==> config.mk <==
export PLATFORM = sky130hd
export DESIGN_NAME = encx_exit_sequencer
export DESIGN_NICKNAME = d
export VERILOG_FILES = /design/src/hdl/encx_pkg.sv /design/src/hdl/encx_check_if.sv /design/src/hdl/encx_exit_sequencer.sv /design/src/hdl/encx_state_restore.sv /design/src/hdl/encx_target_check.sv
export SDC_FILE = /design/constraint.sdc
export NUM_CORES = 1
export LEC_CHECK = 0
export BUFFER_PORTS_ARGS = -buffer_cell sky130_fd_sc_hd__buf_2
export CORE_AREA = 3 3 570 572
export CTS_CLUSTER_SIZE = 14
export DETAILED_ROUTE_END_ITERATION = 7
export DIE_AREA = 0 0 573 575
export HOLD_SLACK_MARGIN = 0.06
export PLACE_DENSITY = 0.32
export SYNTH_ARGS = -nofsm -noshare
export SYNTH_HDL_FRONTEND = slang
export SYNTH_SLANG_ARGS = --single-unit
==> constraint.sdc <==
create_clock -name clock -period 3.8 [get_ports clock]
set_input_delay 0.76 -clock clock [delete_from_list [all_inputs] [get_ports clock]]
set_output_delay 0.76 -clock clock [all_outputs]
set_load 0.01 [all_outputs]
==> src/hdl/encx_pkg.sv <==
// constants and types shared by the enclave exit sequencer
package encx_pkg;
  localparam int ADDR_W = 64;
  localparam int SEL_W = 16;
  localparam int LIM_W = 32;
  localparam int AR_W = 16;
  localparam int XCR_W = 64;
  localparam int CFG_W = 64;
  localparam logic [31:0] LEAF_EXIT = 32'h0000_0004;
  localparam logic [15:0] FAULT_NONE = 16'h0000;
  localparam logic [15:0] GP_ERR_CODE = 16'h0000;
  localparam logic [7:0] VEC_GP = 8'h0D;
  localparam logic [7:0] VEC_PF = 8'h0E;
  localparam int CANON_BITS = 48;
  localparam int CAP_SHSTK_PREV_BIT = 6;
  localparam int CFG_SHSTK_BIT = 0;
  localparam int CFG_BRTRK_BIT = 2;
  localparam int CFG_SUPPRESS_BIT = 10;
  localparam int CFG_TRACKER_BIT = 11;
  localparam logic [1:0] TCS_INACTIVE = 2'h0;
  localparam logic [1:0] TCS_ACTIVE = 2'h1;
  localparam logic [ADDR_W-1:0] ADDR_ZERO = 64'h0000_0000_0000_0000;
  typedef struct packed {
    logic [SEL_W-1:0] sel;
    logic [ADDR_W-1:0] base;
    logic [LIM_W-1:0] limit;
    logic [AR_W-1:0] ar;
  } encx_seg_t;
  typedef enum logic [1:0] {
    ENCX_OK,
    ENCX_GP,
    ENCX_PF
  } encx_verdict_t;
endpackage

==> src/hdl/encx_check_if.sv <==
// carrier between the sequencer and its target checker
interface encx_check_if;
  import encx_pkg::*;
  logic longModeActive;
  logic csLongBit;
  logic inEnclave;
  logic [ADDR_W-1:0] target;
  logic [LIM_W-1:0] csLimit;
  logic pfPending;
  encx_verdict_t verdict;
  logic mode64;
  modport seq (output longModeActive, csLongBit, inEnclave, target, csLimit, pfPending,
    input verdict, mode64);
  modport chk (input longModeActive, csLongBit, inEnclave, target, csLimit, pfPending,
    output verdict, mode64);
endinterface

==> src/hdl/encx_exit_sequencer.sv <==
// enclave exit leaf micro-sequence
//
// How it works
// - leaf selector value 4 starts the exit; valid in 32 and 64-bit modes
// - success loads instruction pointer from target, count register gets async exit pointer
// - 64-bit when long mode and code long bit; check canonical else limit
// - target inside enclave still completes; fetch is then non-enclave
// - both auxiliary data segments restored from entry copies
// - extended feature register restored when os extended save enable set
// - code breakpoints outside the enclave range always unsuppressed
// - opted-out: unsuppress breakpoints, trap flag, monitor trap, branch record, counters
// - trap flag set after restore pends single-step debug exception
// - monitor trap control set pends monitor trap exit
// - capability bit 6 and shadow stack enabled: store pointer to previous field
// - restore flow config when branch tracking or shadow stacks supported, shadow pointer when shadow stacks supported
// - protection and branch tracking on: await branch target, suppress cleared
// - finally clear enclave flag, mark structure inactive, flush linear context
// - exit outside enclave mode raises general protection fault code 0
// - faulting memory operand access raises page fault
// - no concurrency restriction against other leaves
// - current instruction pointer captured for the branch record
// - restored state comes from save registers written at entry
module encx_exit_sequencer
  import encx_pkg::*;
(
  input wire logic clock,
  input wire logic rst_b,
  // instruction issue
  input wire logic issueValid,
  input wire logic [31:0] leafSelector,
  input wire logic [ADDR_W-1:0] targetAddr,
  input wire logic [ADDR_W-1:0] currentInstrPtr,
  input wire logic pageFaultIn,
  input wire logic [15:0] pageFaultCode,
  // mode state
  input wire logic longModeActive,
  input wire logic csLongBit,
  input wire logic [LIM_W-1:0] csLimit,
  input wire logic osExtSaveEnable,
  input wire logic flowProtectEnable,
  input wire logic capPrevShadow,
  input wire logic supportBranchTrack,
  input wire logic supportShadowStack,
  input wire logic monitorTrapCtl,
  input wire logic [ADDR_W-1:0] asyncExitPointer,
  input wire logic [ADDR_W-1:0] shadowStackPtrIn,
  input wire logic [CFG_W-1:0] userFlowConfigIn,
  // entry save
  input wire logic entrySave,
  input wire logic entryDebugOptin,
  input wire logic [XCR_W-1:0] extFeatureIn,
  input wire logic trapFlagIn,
  input encx_seg_t segAIn,
  input encx_seg_t segBIn,
  // results
  output logic done,
  output logic faultValid,
  output logic [7:0] faultVector,
  output logic [15:0] faultCode,
  output logic [ADDR_W-1:0] instrPtr,
  output logic [ADDR_W-1:0] countReg,
  output logic [ADDR_W-1:0] lastBranchFrom,
  output encx_seg_t segA,
  output encx_seg_t segB,
  output logic [XCR_W-1:0] extFeatureEnableReg,
  output logic trapFlag,
  output logic inEnclaveFlag,
  output logic [1:0] tcsState,
  output logic [ADDR_W-1:0] prevShadowPtr,
  output logic prevShadowWrite,
  output logic [CFG_W-1:0] userFlowConfig,
  output logic [ADDR_W-1:0] shadowStackPtr,
  output logic outsideBpSuppressed,
  output logic insideBpSuppressed,
  output logic monitorTrapSuppressed,
  output logic branchRecordSuppressed,
  output logic perfMonSuppressed,
  output logic anyThreadDemoted,
  output logic pendSingleStep,
  output logic pendMonitorTrap,
  output logic flushLinear,
  output logic nonEnclaveFetch
);
  typedef enum logic [1:0] {
    ENCX_IDLE,
    ENCX_CHECK,
    ENCX_COMMIT,
    ENCX_FINISH
  } encx_state_t;

  encx_state_t state_q;
  logic [ADDR_W-1:0] tgt_q;
  logic [XCR_W-1:0] saveXcr_q;
  logic saveTf_q;
  logic optin_q;
  logic [CFG_W-1:0] saveCfg_q;
  logic [ADDR_W-1:0] saveSsp_q;
  encx_seg_t saveA_q;
  encx_seg_t saveB_q;
  logic restoreLoad;
  logic [CFG_W-1:0] cfgRestored;
  logic startExit;

  encx_check_if chkBus();

  assign chkBus.longModeActive = longModeActive;
  assign chkBus.csLongBit = csLongBit;
  assign chkBus.inEnclave = inEnclaveFlag;
  assign chkBus.target = tgt_q;
  assign chkBus.csLimit = csLimit;
  assign chkBus.pfPending = pageFaultIn;

  encx_target_check u_check (
    .chk(chkBus)
  );

  // =============================================
  // sequence control
  // =============================================
  assign startExit = issueValid && (leafSelector == LEAF_EXIT);
  assign restoreLoad = (state_q == ENCX_CHECK) && (chkBus.verdict == ENCX_OK);

  always_ff @(posedge clock or negedge rst_b) begin
    if (!rst_b) begin
      state_q <= ENCX_IDLE;
      tgt_q <= ADDR_ZERO;
    end else begin
      unique case (state_q)
        ENCX_IDLE: begin
          if (startExit) begin
            tgt_q <= targetAddr;
            state_q <= ENCX_CHECK;
          end
        end
        ENCX_CHECK: state_q <= restoreLoad ? ENCX_COMMIT : ENCX_IDLE;
        ENCX_COMMIT: state_q <= ENCX_FINISH;
        ENCX_FINISH: state_q <= ENCX_IDLE;
      endcase
    end
  end

  // =============================================
  // faults
  // =============================================
  always_ff @(posedge clock or negedge rst_b) begin
    if (!rst_b) begin
      faultValid <= 1'b0;
      faultVector <= 8'h00;
      faultCode <= FAULT_NONE;
    end else begin
      faultValid <= (state_q == ENCX_CHECK) && (chkBus.verdict != ENCX_OK);
      if (state_q == ENCX_CHECK && chkBus.verdict == ENCX_GP) begin
        faultVector <= VEC_GP;
        faultCode <= GP_ERR_CODE;
      end else if (state_q == ENCX_CHECK && chkBus.verdict == ENCX_PF) begin
        faultVector <= VEC_PF;
        faultCode <= pageFaultCode;
      end
    end
  end

  // =============================================
  // save registers written at entry
  // =============================================
  always_ff @(posedge clock or negedge rst_b) begin
    if (!rst_b) begin
      saveXcr_q <= '0;
      saveTf_q <= 1'b0;
      optin_q <= 1'b0;
      saveCfg_q <= '0;
      saveSsp_q <= ADDR_ZERO;
      saveA_q <= '0;
      saveB_q <= '0;
    end else if (entrySave) begin
      saveA_q <= segAIn;
      saveB_q <= segBIn;
      optin_q <= entryDebugOptin;
      if (osExtSaveEnable) begin
        saveXcr_q <= extFeatureIn;
      end
      if (!entryDebugOptin) begin
        saveTf_q <= trapFlagIn;
      end
      if (supportBranchTrack || supportShadowStack) begin
        saveCfg_q <= userFlowConfigIn;
      end
      if (supportShadowStack) begin
        saveSsp_q <= shadowStackPtrIn;
      end
    end
  end

  encx_state_restore u_restore (
    .clock(clock),
    .rst_b(rst_b),
    .load(restoreLoad),
    .savedA(saveA_q),
    .savedB(saveB_q),
    .segA(segA),
    .segB(segB)
  );

  // =============================================
  // architectural updates on commit
  // =============================================
  always_comb begin
    cfgRestored = saveCfg_q;
    if (flowProtectEnable && saveCfg_q[CFG_BRTRK_BIT]) begin
      cfgRestored[CFG_TRACKER_BIT] = 1'b1;
      cfgRestored[CFG_SUPPRESS_BIT] = 1'b0;
    end
  end

  always_ff @(posedge clock or negedge rst_b) begin
    if (!rst_b) begin
      instrPtr <= ADDR_ZERO;
      countReg <= ADDR_ZERO;
      lastBranchFrom <= ADDR_ZERO;
      extFeatureEnableReg <= '0;
      userFlowConfig <= '0;
      shadowStackPtr <= ADDR_ZERO;
      prevShadowPtr <= ADDR_ZERO;
      prevShadowWrite <= 1'b0;
    end else begin
      prevShadowWrite <= 1'b0;
      if (restoreLoad) begin
        lastBranchFrom <= currentInstrPtr;
        instrPtr <= tgt_q;
        countReg <= asyncExitPointer;
        if (osExtSaveEnable) begin
          extFeatureEnableReg <= saveXcr_q;
        end
        if (capPrevShadow && userFlowConfigIn[CFG_SHSTK_BIT]) begin
          prevShadowPtr <= shadowStackPtrIn;
          prevShadowWrite <= 1'b1;
        end
        if (supportBranchTrack || supportShadowStack) begin
          userFlowConfig <= cfgRestored;
        end
        if (supportShadowStack) begin
          shadowStackPtr <= saveSsp_q;
        end
      end
    end
  end

  // =============================================
  // debug and monitoring suppression
  // =============================================
  always_ff @(posedge clock or negedge rst_b) begin
    if (!rst_b) begin
      outsideBpSuppressed <= 1'b0;
      insideBpSuppressed <= 1'b0;
      monitorTrapSuppressed <= 1'b0;
      branchRecordSuppressed <= 1'b0;
      perfMonSuppressed <= 1'b0;
      anyThreadDemoted <= 1'b0;
      trapFlag <= 1'b0;
    end else if (entrySave) begin
      outsideBpSuppressed <= 1'b1;
      insideBpSuppressed <= !entryDebugOptin;
      monitorTrapSuppressed <= !entryDebugOptin;
      branchRecordSuppressed <= !entryDebugOptin;
      perfMonSuppressed <= !entryDebugOptin;
      anyThreadDemoted <= !entryDebugOptin;
      trapFlag <= entryDebugOptin ? trapFlagIn : 1'b0;
    end else if (restoreLoad) begin
      outsideBpSuppressed <= 1'b0;
      if (!optin_q) begin
        insideBpSuppressed <= 1'b0;
        monitorTrapSuppressed <= 1'b0;
        branchRecordSuppressed <= 1'b0;
        perfMonSuppressed <= 1'b0;
        anyThreadDemoted <= 1'b0;
        trapFlag <= saveTf_q;
      end
    end
  end

  // =============================================
  // pending events at end of instruction, final steps
  // =============================================
  always_ff @(posedge clock or negedge rst_b) begin
    if (!rst_b) begin
      pendSingleStep <= 1'b0;
      pendMonitorTrap <= 1'b0;
      inEnclaveFlag <= 1'b0;
      tcsState <= TCS_INACTIVE;
      flushLinear <= 1'b0;
      done <= 1'b0;
      nonEnclaveFetch <= 1'b0;
    end else begin
      pendSingleStep <= (state_q == ENCX_FINISH) && trapFlag;
      pendMonitorTrap <= (state_q == ENCX_FINISH) && monitorTrapCtl;
      flushLinear <= (state_q == ENCX_FINISH);
      done <= (state_q == ENCX_FINISH);
      if (entrySave) begin
        inEnclaveFlag <= 1'b1;
        tcsState <= TCS_ACTIVE;
        nonEnclaveFetch <= 1'b0;
      end else if (state_q == ENCX_COMMIT) begin
        inEnclaveFlag <= 1'b0;
        tcsState <= TCS_INACTIVE;
        nonEnclaveFetch <= 1'b1;
      end
    end
  end

  // =============================================
  // checks
  // =============================================
  property p_leaf_start;
    @(posedge clock) disable iff (!rst_b)
      (state_q == ENCX_IDLE && issueValid && leafSelector == LEAF_EXIT) |=> state_q == ENCX_CHECK;
  endproperty
  a_leaf_start: assert property (p_leaf_start) else $error("exit leaf not started");

  property p_ip_load;
    @(posedge clock) disable iff (!rst_b)
      restoreLoad |=> (instrPtr == $past(tgt_q)) && (countReg == $past(asyncExitPointer));
  endproperty
  a_ip_load: assert property (p_ip_load) else $error("target or exit pointer not loaded");

  property p_gp_outside;
    @(posedge clock) disable iff (!rst_b)
      (state_q == ENCX_CHECK && !inEnclaveFlag) |=> faultValid && faultVector == VEC_GP;
  endproperty
  a_gp_outside: assert property (p_gp_outside) else $error("no fault outside enclave");

  property p_no_change_on_fault;
    @(posedge clock) disable iff (!rst_b)
      (state_q == ENCX_CHECK && chkBus.verdict != ENCX_OK) |=>
        $stable(instrPtr) ##1 (inEnclaveFlag == $past(inEnclaveFlag, 2));
  endproperty
  a_no_change_on_fault: assert property (p_no_change_on_fault)
    else $error("state changed on fault");

  property p_xcr_restore;
    @(posedge clock) disable iff (!rst_b)
      (restoreLoad && osExtSaveEnable) |=> extFeatureEnableReg == $past(saveXcr_q);
  endproperty
  a_xcr_restore: assert property (p_xcr_restore) else $error("feature reg not restored");

  property p_bp_out;
    @(posedge clock) disable iff (!rst_b)
      restoreLoad |=> !outsideBpSuppressed;
  endproperty
  a_bp_out: assert property (p_bp_out) else $error("outside breakpoints still suppressed");

  property p_optout;
    @(posedge clock) disable iff (!rst_b)
      (restoreLoad && !optin_q) |=>
        !insideBpSuppressed && !perfMonSuppressed && trapFlag == $past(saveTf_q);
  endproperty
  a_optout: assert property (p_optout) else $error("opt-out restore incomplete");

  property p_single_step;
    @(posedge clock) disable iff (!rst_b)
      (restoreLoad && !optin_q && saveTf_q) |=> ##2 pendSingleStep && done;
  endproperty
  a_single_step: assert property (p_single_step) else $error("single-step not pended");

  property p_final;
    @(posedge clock) disable iff (!rst_b)
      restoreLoad |=> ##1 !inEnclaveFlag && tcsState == TCS_INACTIVE ##1 flushLinear;
  endproperty
  a_final: assert property (p_final) else $error("exit final steps missing");
endmodule

==> src/hdl/encx_state_restore.sv <==
// segment pair holding restored on exit
module encx_state_restore
  import encx_pkg::*;
(
  input wire logic clock,
  input wire logic rst_b,
  input wire logic load,
  input encx_seg_t savedA,
  input encx_seg_t savedB,
  output encx_seg_t segA,
  output encx_seg_t segB
);
  always_ff @(posedge clock or negedge rst_b) begin
    if (!rst_b) begin
      segA <= '0;
      segB <= '0;
    end else if (load) begin
      segA <= savedA;
      segB <= savedB;
    end
  end
endmodule

==> src/hdl/encx_target_check.sv <==
// fault screening of the exit target and enclave mode
module encx_target_check
  import encx_pkg::*;
(
  encx_check_if.chk chk
);
  function automatic logic isCanonical(input logic [ADDR_W-1:0] a);
    isCanonical = (&a[ADDR_W-1:CANON_BITS-1]) | ~(|a[ADDR_W-1:CANON_BITS-1]);
  endfunction

  always_comb begin
    chk.mode64 = chk.longModeActive & chk.csLongBit;
    if (!chk.inEnclave) begin
      chk.verdict = ENCX_GP;
    end else if (chk.mode64 && !isCanonical(chk.target)) begin
      chk.verdict = ENCX_GP;
    end else if (!chk.mode64 && (chk.target > {32'h0000_0000, chk.csLimit})) begin
      chk.verdict = ENCX_GP;
    end else if (chk.pfPending) begin
      chk.verdict = ENCX_PF;
    end else begin
      chk.verdict = ENCX_OK;
    end
  end
endmodule

======== After elaboration in Yosys (flattened, before gate mapping) ========
Cells that the tools add are included.
storage, ports and cells
  bits of input ports ..................... 735
  register bits ........................... 1256
  logic and storage cells ................. 118
  output and inout bits ................... 745
cells by class
  bitwise logic cells ..................... 4
  order comparisons ....................... 1
  reductions and logical operators ........ 33
  equal/unequal tests ..................... 8
  muxes and demuxes ....................... 29
operators with widths
  operator                                         count
  greater-than comparator 64 x 32 -> 1 bit         1
  == test 32 x 3 -> 1 bit (second input constant)  1
  2-to-1 mux 16 bit                                2
  AND reduction 2 bit                              10
  2-to-1 mux 2 bit                                 9
  AND reduction 17 bit                             1
  OR reduction 17 bit                              1
  2-to-1 mux 8 bit                                 2
  2-to-1 mux 1 bit                                 15
  logical AND 1 bit                                11
  one-hot mux 2 bit (4 select lines)               1
  nonzero test 2 bit                               4
  == test 2 bit (second input constant)            3
  == test 2 x 1 -> 1 bit (second input constant)   2
  logical NOT 2 bit                                2
  != test 2 bit (second input constant)            2
  logical NOT 1 bit                                3
  inverter 1 bit                                   2
  bitwise AND 1 bit                                1
  logical OR 1 bit                                 1
  OR 1 bit                                         1

======== Longest topological paths before layout ========
Gate-level depths: netlist of run 1.
  depth after elaboration ................. 11
  depth in mapped cells ................... 12
  gate-level depth less buffers ........... 9

======== Cells and area by module ========
A second synthesis of run 1 with hierarchy kept.
second synthesis, totals
  cell total of the unflattened synthesis .. 3232
  area total of the unflattened synthesis .. 47619.4 µm²
by module, submodules not included
  module               seq. area each (µm²)  times used  area each (µm²)  cells each
  encx_exit_sequencer  24848.8               1           37056.8          2553
  encx_state_restore   6406.1                1           9594.2           540
  encx_target_check    0.0                   1           968.4            139

======== Least setup slack after synthesis of run 1 ========
OpenSTA, ideal clock, no wires.
  path type ............................... input port to flip-flop
  start ................................... input port csLimit[25]
  end ..................................... register userFlowConfig[54]
  library setup time ...................... 125 ps
  stages on the path ...................... 11
  data required time ...................... 3675 ps
  data arrival time ....................... 3230 ps
  slack ................................... 446 ps
  path buffers ............................ 2
  cells stage by stage .................... inv_1 ha_1 a21o_1 a221o_1 a221oi_1 o211ai_1 o21a_1 buf_2 nor3_4 buf_2 mux2_2
on the way
  word-level cells in the longest chain between the ends .. 8
RTL lines
  what                                      line                        RTL
  start, declared                           encx_exit_sequencer.sv:38   input wire logic [LIM_W-1:0] csLimit,
  greater-than comparator 64 x 32 -> 1 bit  encx_target_check.sv:17     end else if (!chk.mode64 && (chk.target > {32'h0000_0000, chk.csLimit})) begin
  logical AND 1 bit                         encx_target_check.sv:17
  2-to-1 mux 2 bit                          encx_target_check.sv:17
  2-to-1 mux 2 bit                          encx_target_check.sv:15     end else if (chk.mode64 && !isCanonical(chk.target)) begin
  2-to-1 mux 2 bit                          encx_target_check.sv:13     if (!chk.inEnclave) begin
  logical NOT 2 bit                         encx_exit_sequencer.sv:121  assign restoreLoad = (state_q == ENCX_CHECK) && (chkBus.verdict == ENCX_OK);
  logical AND 1 bit                         encx_exit_sequencer.sv:121
  AND reduction 2 bit (no source line)      -
  end signal, assigned                      encx_exit_sequencer.sv:238  userFlowConfig <= cfgRestored;
  end, declared                             encx_exit_sequencer.sv:71   output logic [CFG_W-1:0] userFlowConfig,
Every way passes these cells.
A chain may end at the register's enable or synchronous reset.

======== Worst setup path after layout of run 1 ========
  start ................................... register tgt_q[27] (netlist: chkBus.target[27])
  end ..................................... register instrPtr[25]
on the way
  word-level cells in the longest chain between the ends .. 7
RTL lines
  what                                      line                        RTL
  start, declared                           encx_exit_sequencer.sv:92   logic [ADDR_W-1:0] tgt_q;
  start signal, assigned                    encx_exit_sequencer.sv:131  tgt_q <= targetAddr;
  greater-than comparator 64 x 32 -> 1 bit  encx_target_check.sv:17
  logical AND 1 bit                         encx_target_check.sv:17
  2-to-1 mux 2 bit                          encx_target_check.sv:17
  2-to-1 mux 2 bit                          encx_target_check.sv:15
  2-to-1 mux 2 bit                          encx_target_check.sv:13
  logical NOT 2 bit                         encx_exit_sequencer.sv:121
  logical AND 1 bit                         encx_exit_sequencer.sv:121
  end signal, assigned                      encx_exit_sequencer.sv:228  instrPtr <= tgt_q;
  end, declared                             encx_exit_sequencer.sv:60   output logic [ADDR_W-1:0] instrPtr,
Every way passes these cells.

==> impl_metrics.toml, run 1 <==
[yosys]
synth_seq_cells = 1249
synth_common_cells = "1,249 x dfrtp_1, 1,187 x mux2_2, 67 x clkbuf_1"
yosys_warnings = 0
yosysTopAreaCell = "dfrtp_1"
ys_async_sr_fraction_pct = 100
synthFlopType = "dfrtp_1"
synth_area_um2 = 47100
yosysUniqueCellTypes = 47
synth_top_area_share_pct = 66.4
synth.most_common_cell = "dfrtp_1"
syn_inst = 2829
syn_area_per_cell_um2 = 16.6
synth_seq_area_share_pct = 66.4
synth_edf_count = 0
synthTopCellsByArea = "dfrtp_1 66%, mux2_2 28%, ha_1 0.85%, clkbuf_1 0.53%, buf_2 0.51%"

[critical_path]
crit_type = "reg2reg"
worstPathBufferInverterCount = 6
required_ns = 4.47
path_max_fanout = 9
start_kind = "register"
cp.arrival_ns = 4.47
path_cells = "ha_4 -> and2_4 -> a221o_1 -> a221oi_2 -> buf_4 -> o211ai_1 -> buf_4 -> o21a_1 -> buf_12 -> nor2_4 -> buf_12 -> clkbuf_16 -> buf_16 -> mux2_2"
cpPeakStageDelay_ns = 0.42
end_kind = "register"
crit_family = "compound AO/OA/AOI/OAI gates"
cp_slowest_cell = "dfrtp_1"

[placement]
place_ws_ns = -0.814
io_buffers = 1474
dpl.hpwl_mm = 162
gp_congestion = 0.784
placed_area_um2 = 61000
dp_cells = 8612

[global_routing]
met2_usage_pct = 20.8
met3_usage_pct = 4.83
antenna_found_initial = 162
grt_start_max_net_pins = 99
global_route.usage.met1_pct = 14.4
grt_pass1_vias = 33900
track_usage_pct = 12.3
grt-busiest-layer = "met2"
grt_pass1_wl_mm = 287
gr-total-overflow = 0

[routing]
vias = 31400
postRouteAntennaNets = 0
wl_per_cell_um = 23.5
wl_mm = 212
vias_per_cell = 3.48
drt_first_pass_iters = 4
drcViolationCount = 0
drtIter0Drc = 1138

[finish]
fillers = 34700
nets = 5312
design_area_um2 = 67900
stdcell_count = 9014
synthToLayoutAreaGrowth_pct = 44.2
drive_above_1_share_pct = 66.5

[timing]
setup_violations = 11
fin_crit_sh_pct = 100
tightest_slew_ns = 1.09
hold_viol_final = 0
slew-limit-headroom_pct = 27.1
fin_ws_ns = -0.00801
period_needed_ns = 3.81
finalClockSkew_ns = 0.0623
fmax_ghz = 0.263
slew_viol_final = 0
rsz0062_at_grt = "true"

[floorplanning]
die_height_um = 575
die_w_um = 573
io_pins = 1480
fp.coreArea_um2 = 321000
rows = 208
fp.dieArea_um2 = 329000
start_util_pct = 14.7

[cts]
cts_root_buf = "clkbuf_16"
cts_tree = "yes"
insertion_delay_ns = 0.83
htreeDepth = 4
clock_sinks = 1249
path_clk_slew_ns = 0.06
clockBufferDepth = 4
numCtsBuffers = 163

[power_and_ir_drop]
peakVddDrop_mv = 0.345
p_leak_nw = 34.6
power_density_nw_per_um2 = 459

[status]
violations = "negative setup slack"
outcome = "finished, violations left"

[min_path]
hold_class = "in2reg"

[flow_run]
max_cap_violations = 0
==> through the flow <==
step	hold WS (ns)	power [W]	setup TNS (ns)	utilization, %
after detailed placement	0.461	0.0162	-480.52	19.0
after global placement	0.458	0.0161	-493.78	19.0
after global routing	0.102	0.0327	-6.16	21.2
after CTS	0.0601	0.0320	-0.341	20.9
final	0.179	0.0311	-0.0466	21.2
after floorplan	0.464	0.0150	0	-
==> flip-flops by register name (all words and copies together), names as in the netlist, 128 cells and up, named ones only <==
register        cells
saveA_q           128
u_restore.segA    128
saveB_q           128
u_restore.segB    128
==> final timing paths <==
path	start	endpoint	slack [ns]	cells past startpoint
min	userFlowConfigIn[34]	saveCfg_q[34]	0.18	2
max	chkBus.target[27]	instrPtr[25]	-0.008	14
min reg2reg	instrPtr[59]	instrPtr[59]	0.47	1
max reg2reg	chkBus.target[27]	instrPtr[25]	-0.008	14
max in group asynchronous	rst_b	faultCode[0]	1.90	3
min in group asynchronous	rst_b	shadowStackPtr[22]	0.54	2
==> kinds of logic (layout without fill, tap and decap cells) <==
| kind of cell | Yosys count | after routing | share of synthesized area, % |
|---|---|---|---|
| AO/OA/AOI/OAI | 79 | 79 | 1.21 |
| adder cells (fa/ha/maj) | 32 | 32 | 0.850 |
| buffers and inverters | 183 | 2009 | 1.82 |
| flip-flops | 1249 | 1249 | 66.4 |
| multiplexers | 1198 | 1198 | 28.6 |
| other | 1 | 55 | 0.00796 |
| AND/OR/NAND/NOR | 87 | 87 | 1.11 |
==> report_power, final <==
group | internal (W) | switching (W)
combinational | 0.000879 | 0.000824
clock | 0.00897 | 0.00627
sequential | 0.0139 | 0.000318
==> area by class of cell <==
type	instances	area [um^2]	share of cell area (%)
clock buffer	243	4730	6.97
inverter	37	139	0.205
multi-input combinational	1401	15600	23.0
clock inverter	36	483	0.711
sequential	1249	31300	46.0
tap	4305	5390	7.93
antenna	50	125	0.184
timing repair buffer	1693	10200	15.0
==> repair_timing <==
action,4_1_cts,5_1_grt
pin swaps,5,5
endpoints found under the setup margin,712,432
gates resized for setup,23,128
hold buffers,44,0
gates cloned,3,11
buffers inserted,10,6
endpoints found under the hold margin,100,0
==> metal layers <==
| layer | wire length [um] | share of wire (%) | vias to the layer above |
|---|---|---|---|
| met5 | 645 | 0.30 | - |
| met4 | 6240 | 2.9 | 106 |
| met3 | 18100 | 8.5 | 445 |
| met2 | 102000 | 48 | 1262 |
| met1 | 84900 | 40 | 16000 |
| li1 | - | - | 13600 |
==> cells in the final DEF, fill, tap and decap left out, types with 5 or more instances in the layout <==
master	Yosys	layout
conb_1	1	5
dlygate4sd3_1	0	44
nand3_1	6	5
clkinv_8	0	5
mux2_2	1187	1080
dfrtp_1	1249	1245
clkbuf_16	0	175
clkbuf_1	67	47
nand2b_1	6	6
buf_12	0	48
diode_2	0	50
clkinv_2	0	16
bufinv_16	0	5
clkbuf_8	0	31
ha_1	32	27
nand2_1	17	14
buf_4	29	99
a21o_1	23	23
inv_1	37	37
buf_2	48	1472
nor2_1	5	5
a22o_1	17	17
buf_6	0	5
mux2_4	0	108
nor4_1	15	11
o21ai_0	8	8
a21oi_1	13	13
mux2_1	10	9
buf_16	0	10
nand4_1	12	12
Note: power is estimated with default switching activity, not from simulation.
==> inputs of run 2 (changes only) <==
--- a/config.mk
+++ b/config.mk
@@ -5,13 +5,15 @@
 export SDC_FILE = /design/constraint.sdc
 export NUM_CORES = 1
 export LEC_CHECK = 0
+export ABC_AREA = 1
 export BUFFER_PORTS_ARGS = -buffer_cell sky130_fd_sc_hd__buf_2
-export CORE_AREA = 3 3 570 572
+export CORE_AREA = 3 3 577 579
 export CTS_CLUSTER_SIZE = 14
 export DETAILED_ROUTE_END_ITERATION = 7
-export DIE_AREA = 0 0 573 575
+export DIE_AREA = 0 0 580 582
 export HOLD_SLACK_MARGIN = 0.06
 export PLACE_DENSITY = 0.32
 export SYNTH_ARGS = -nofsm -noshare
 export SYNTH_HDL_FRONTEND = slang
+export SYNTH_HIERARCHICAL = 1
 export SYNTH_SLANG_ARGS = --single-unit
==> impl_metrics.toml, run 2 <==
[status]
outcome = "finished, final reports clean"

[timing]
hold_viol_final = 0
slew-limit-headroom_pct = 27.1
period_needed_ns = 3.32
setup_violations = 0
tightest_slew_ns = 1.09
fmax_ghz = 0.301
slew_viol_final = 0
tns_ns = 0
finalClockSkew_ns = 0.0599
hold_slack_ns = 0.160
fin_crit_sh_pct = 87.5
rsz0062_at_grt = "false"

[min_path]
min_from = "segBIn[113]"
hold_depth = 3
hold_class = "in2reg"
min_to = "saveB_q[113]"

[placement]
dp_cells = 11000
dpl.hpwl_mm = 194
gp_congestion = 0.826
io_buffers = 1474
placed_area_um2 = 61300

[flow_run]
max_cap_violations = 0

[yosys]
yosysTopAreaCell = "dfrtp_1"
synth.most_common_cell = "nand2_1"
syn_area_per_cell_um2 = 9.07
synth_seq_cells = 1249
synth_fa_ha_area_share_pct = 0.830
syn_inst = 5321
synth_top_area_share_pct = 64.8
synth_xor_area_share_pct = 0
ys_async_sr_fraction_pct = 100
yosys.area_share.simple_pct = 24.4
synthFlopType = "dfrtp_1"
synth_top_family_by_area = "simple AND/OR/NAND/NOR gates"
yosysUniqueCellTypes = 34
synth-compound-area-share_pct = 4.64
synth_mux_area_share_pct = 0.0233
synth_seq_area_share_pct = 64.8
synth_area_um2 = 48200
synth_edf_count = 0
synth_common_cells = "2,702 x nand2_1, 1,249 x dfrtp_1, 249 x inv_1"
yosys_warnings = 6
synthTopCellsByArea = "dfrtp_1 65%, nand2_1 21%, inv_1 1.9%, a21oi_1 1.5%, nor2_1 1.5%"

[critical_path]
reg2reg_depth = 16
r2r_end = "u_restore/segA[9]"
required_ns = 4.52
path_max_fanout = 72
rr_startpoint = "chkBus.target[30]"
crit_type = "reg2reg"
reg2reg_setup_slack_ns = 0.48
end_kind = "register"
cp.arrival_ns = 4.05
start_kind = "register"

[finish]
synthToLayoutAreaGrowth_pct = 42.4
mostFrequentLayoutCell = "nand2_1"
layout_common_cells = "2,697 x nand2_1, 1,471 x buf_2, 1,249 x dfrtp_1, 249 x inv_1, 186 x nor2_1"
nets = 7749
stdcell_count = 11500
fin_util_pct = 21.0
fillers = 36500
drive_above_1_share_pct = 26.8
design_area_um2 = 68700

[global_routing]
gr-total-overflow = 0
grt_pass1_wl_mm = 351
antenna_found_initial = 128
grt_pass1_vias = 43300
track_usage_pct = 14.4
grt_start_max_net_pins = 106

[routing]
drtIter0Drc = 2451
wl_per_cell_um = 21.9
vias_per_cell = 3.67
postRouteAntennaNets = 0
wl_mm = 252
drcViolationCount = 0
drt_first_pass_iters = 5
vias = 42100

[power_and_ir_drop]
peakVddDrop_mv = 0.296
p_leak_nw = 38.2
power_density_nw_per_um2 = 467

[floorplanning]
die_w_um = 580
rows = 210
io_pins = 1480
fp.dieArea_um2 = 338000
start_util_pct = 14.7
fp.coreArea_um2 = 328000
die_height_um = 582

[cts]
clock_sinks = 1249
cts_tree = "yes"
clockBufferDepth = 4
path_clk_slew_ns = 0.06
cts_root_buf = "clkbuf_16"
numCtsBuffers = 167
htreeDepth = 4
insertion_delay_ns = 0.84
post_cts_buffers = 0
==> run 2: cell types whose count changed after synthesis, sizes merged, moves of 21 or more <==
cell	before	now
nand3	6	79
buf	79	199
clkbuf	67	100
nand4	12	70
a21o	23	2
nor2	6	195
inv	37	259
a21oi	13	144
nand2	17	2706
mux2	1197	1
o21ai	10	260
==> run 2: worst max-delay path by stage <==
stage          depth (start not counted)         startpoint             endpoint
6_report                              16  chkBus.target[30]    u_restore/segA[9]
5_1_grt                               19  chkBus.target[27]  u_restore/segB[115]
4_1_cts                               17  chkBus.target[29]   u_restore/segB[67]
3_5_place_dp                          19        csLimit[31]   u_restore/segA[90]
3_3_place_gp                          19        csLimit[31]   u_restore/segA[90]
2_1_floorplan                         23        csLimit[27]    u_restore/segA[0]
==> run 2: worst max-delay path, cell delays in order (launching register included) <==
cell      delay (ns)
dfrtp_1         0.47
ha_1            0.34
nand4_1         0.13
nor2_1          0.28
a21boi_2        0.21
nor2_1          0.06
nand2_1         0.06
nand2_1         0.07
nand2_2         0.10
nor2_2          0.05
nor2_1          0.33
nand2_8         0.13
inv_16          0.21
clkinv_8        0.20
buf_12          0.27
nand2_1         0.13
nand2_1         0.06
==> run 2: repair_timing <==
action	in CTS	in global routing
hold endpoints to repair	210	0
resized for setup	0	0
hold buffers	175	0
==> run 2: kinds of logic (layout without fill, tap and decap cells) <==
group / count (synthesis) / after routing
DFF: 1249 / 1249
adders and majority gates: 32 / 32
AOI/OAI and AO/OA: 425 / 425
buffers and inverters: 558 / 2340
and+or+nand+nor: 3055 / 3055
other: 1 / 39
muxes: 1 / 1
==> run 2: final cells by class <==
class / instances / area [um^2] / share of cell area (%)
diodes: 34 / 85.1 / 0.124
inverters: 259 / 1010 / 1.47
clock inverters: 57 / 714 / 1.04
flip-flops and latches: 1249 / 31300 / 45.5
multi-input cells: 3518 / 14500 / 21.2
clock buffers: 237 / 4800 / 7.00
repair buffers: 1787 / 10800 / 15.8
well taps: 4346 / 5440 / 7.92
==> run 2: where the power goes <==
group | switching (W) | internal, W
logic | 0.00120 | 0.000734
registers | 0.000264 | 0.0138
clock network | 0.00655 | 0.00952
==> run 2: per-layer routing <==
metal  up-vias  wire, um  track usage (%)
li1      19800         -                -
met1     20400    104000             17.6
met2      1416    115000             23.2
met3       408     24200             5.87
met4        58      7480             4.33
met5         -       366                0
==> run 2: metrics by stage <==
stage	setup slack [ns]	total power, W
final	0.476	0.0321
after global routing	0.268	0.0336
after CTS	0.476	0.0329
after detailed placement	0.0737	0.0162
after global placement	0.0302	0.0161
after floorplan	0.616	0.0149
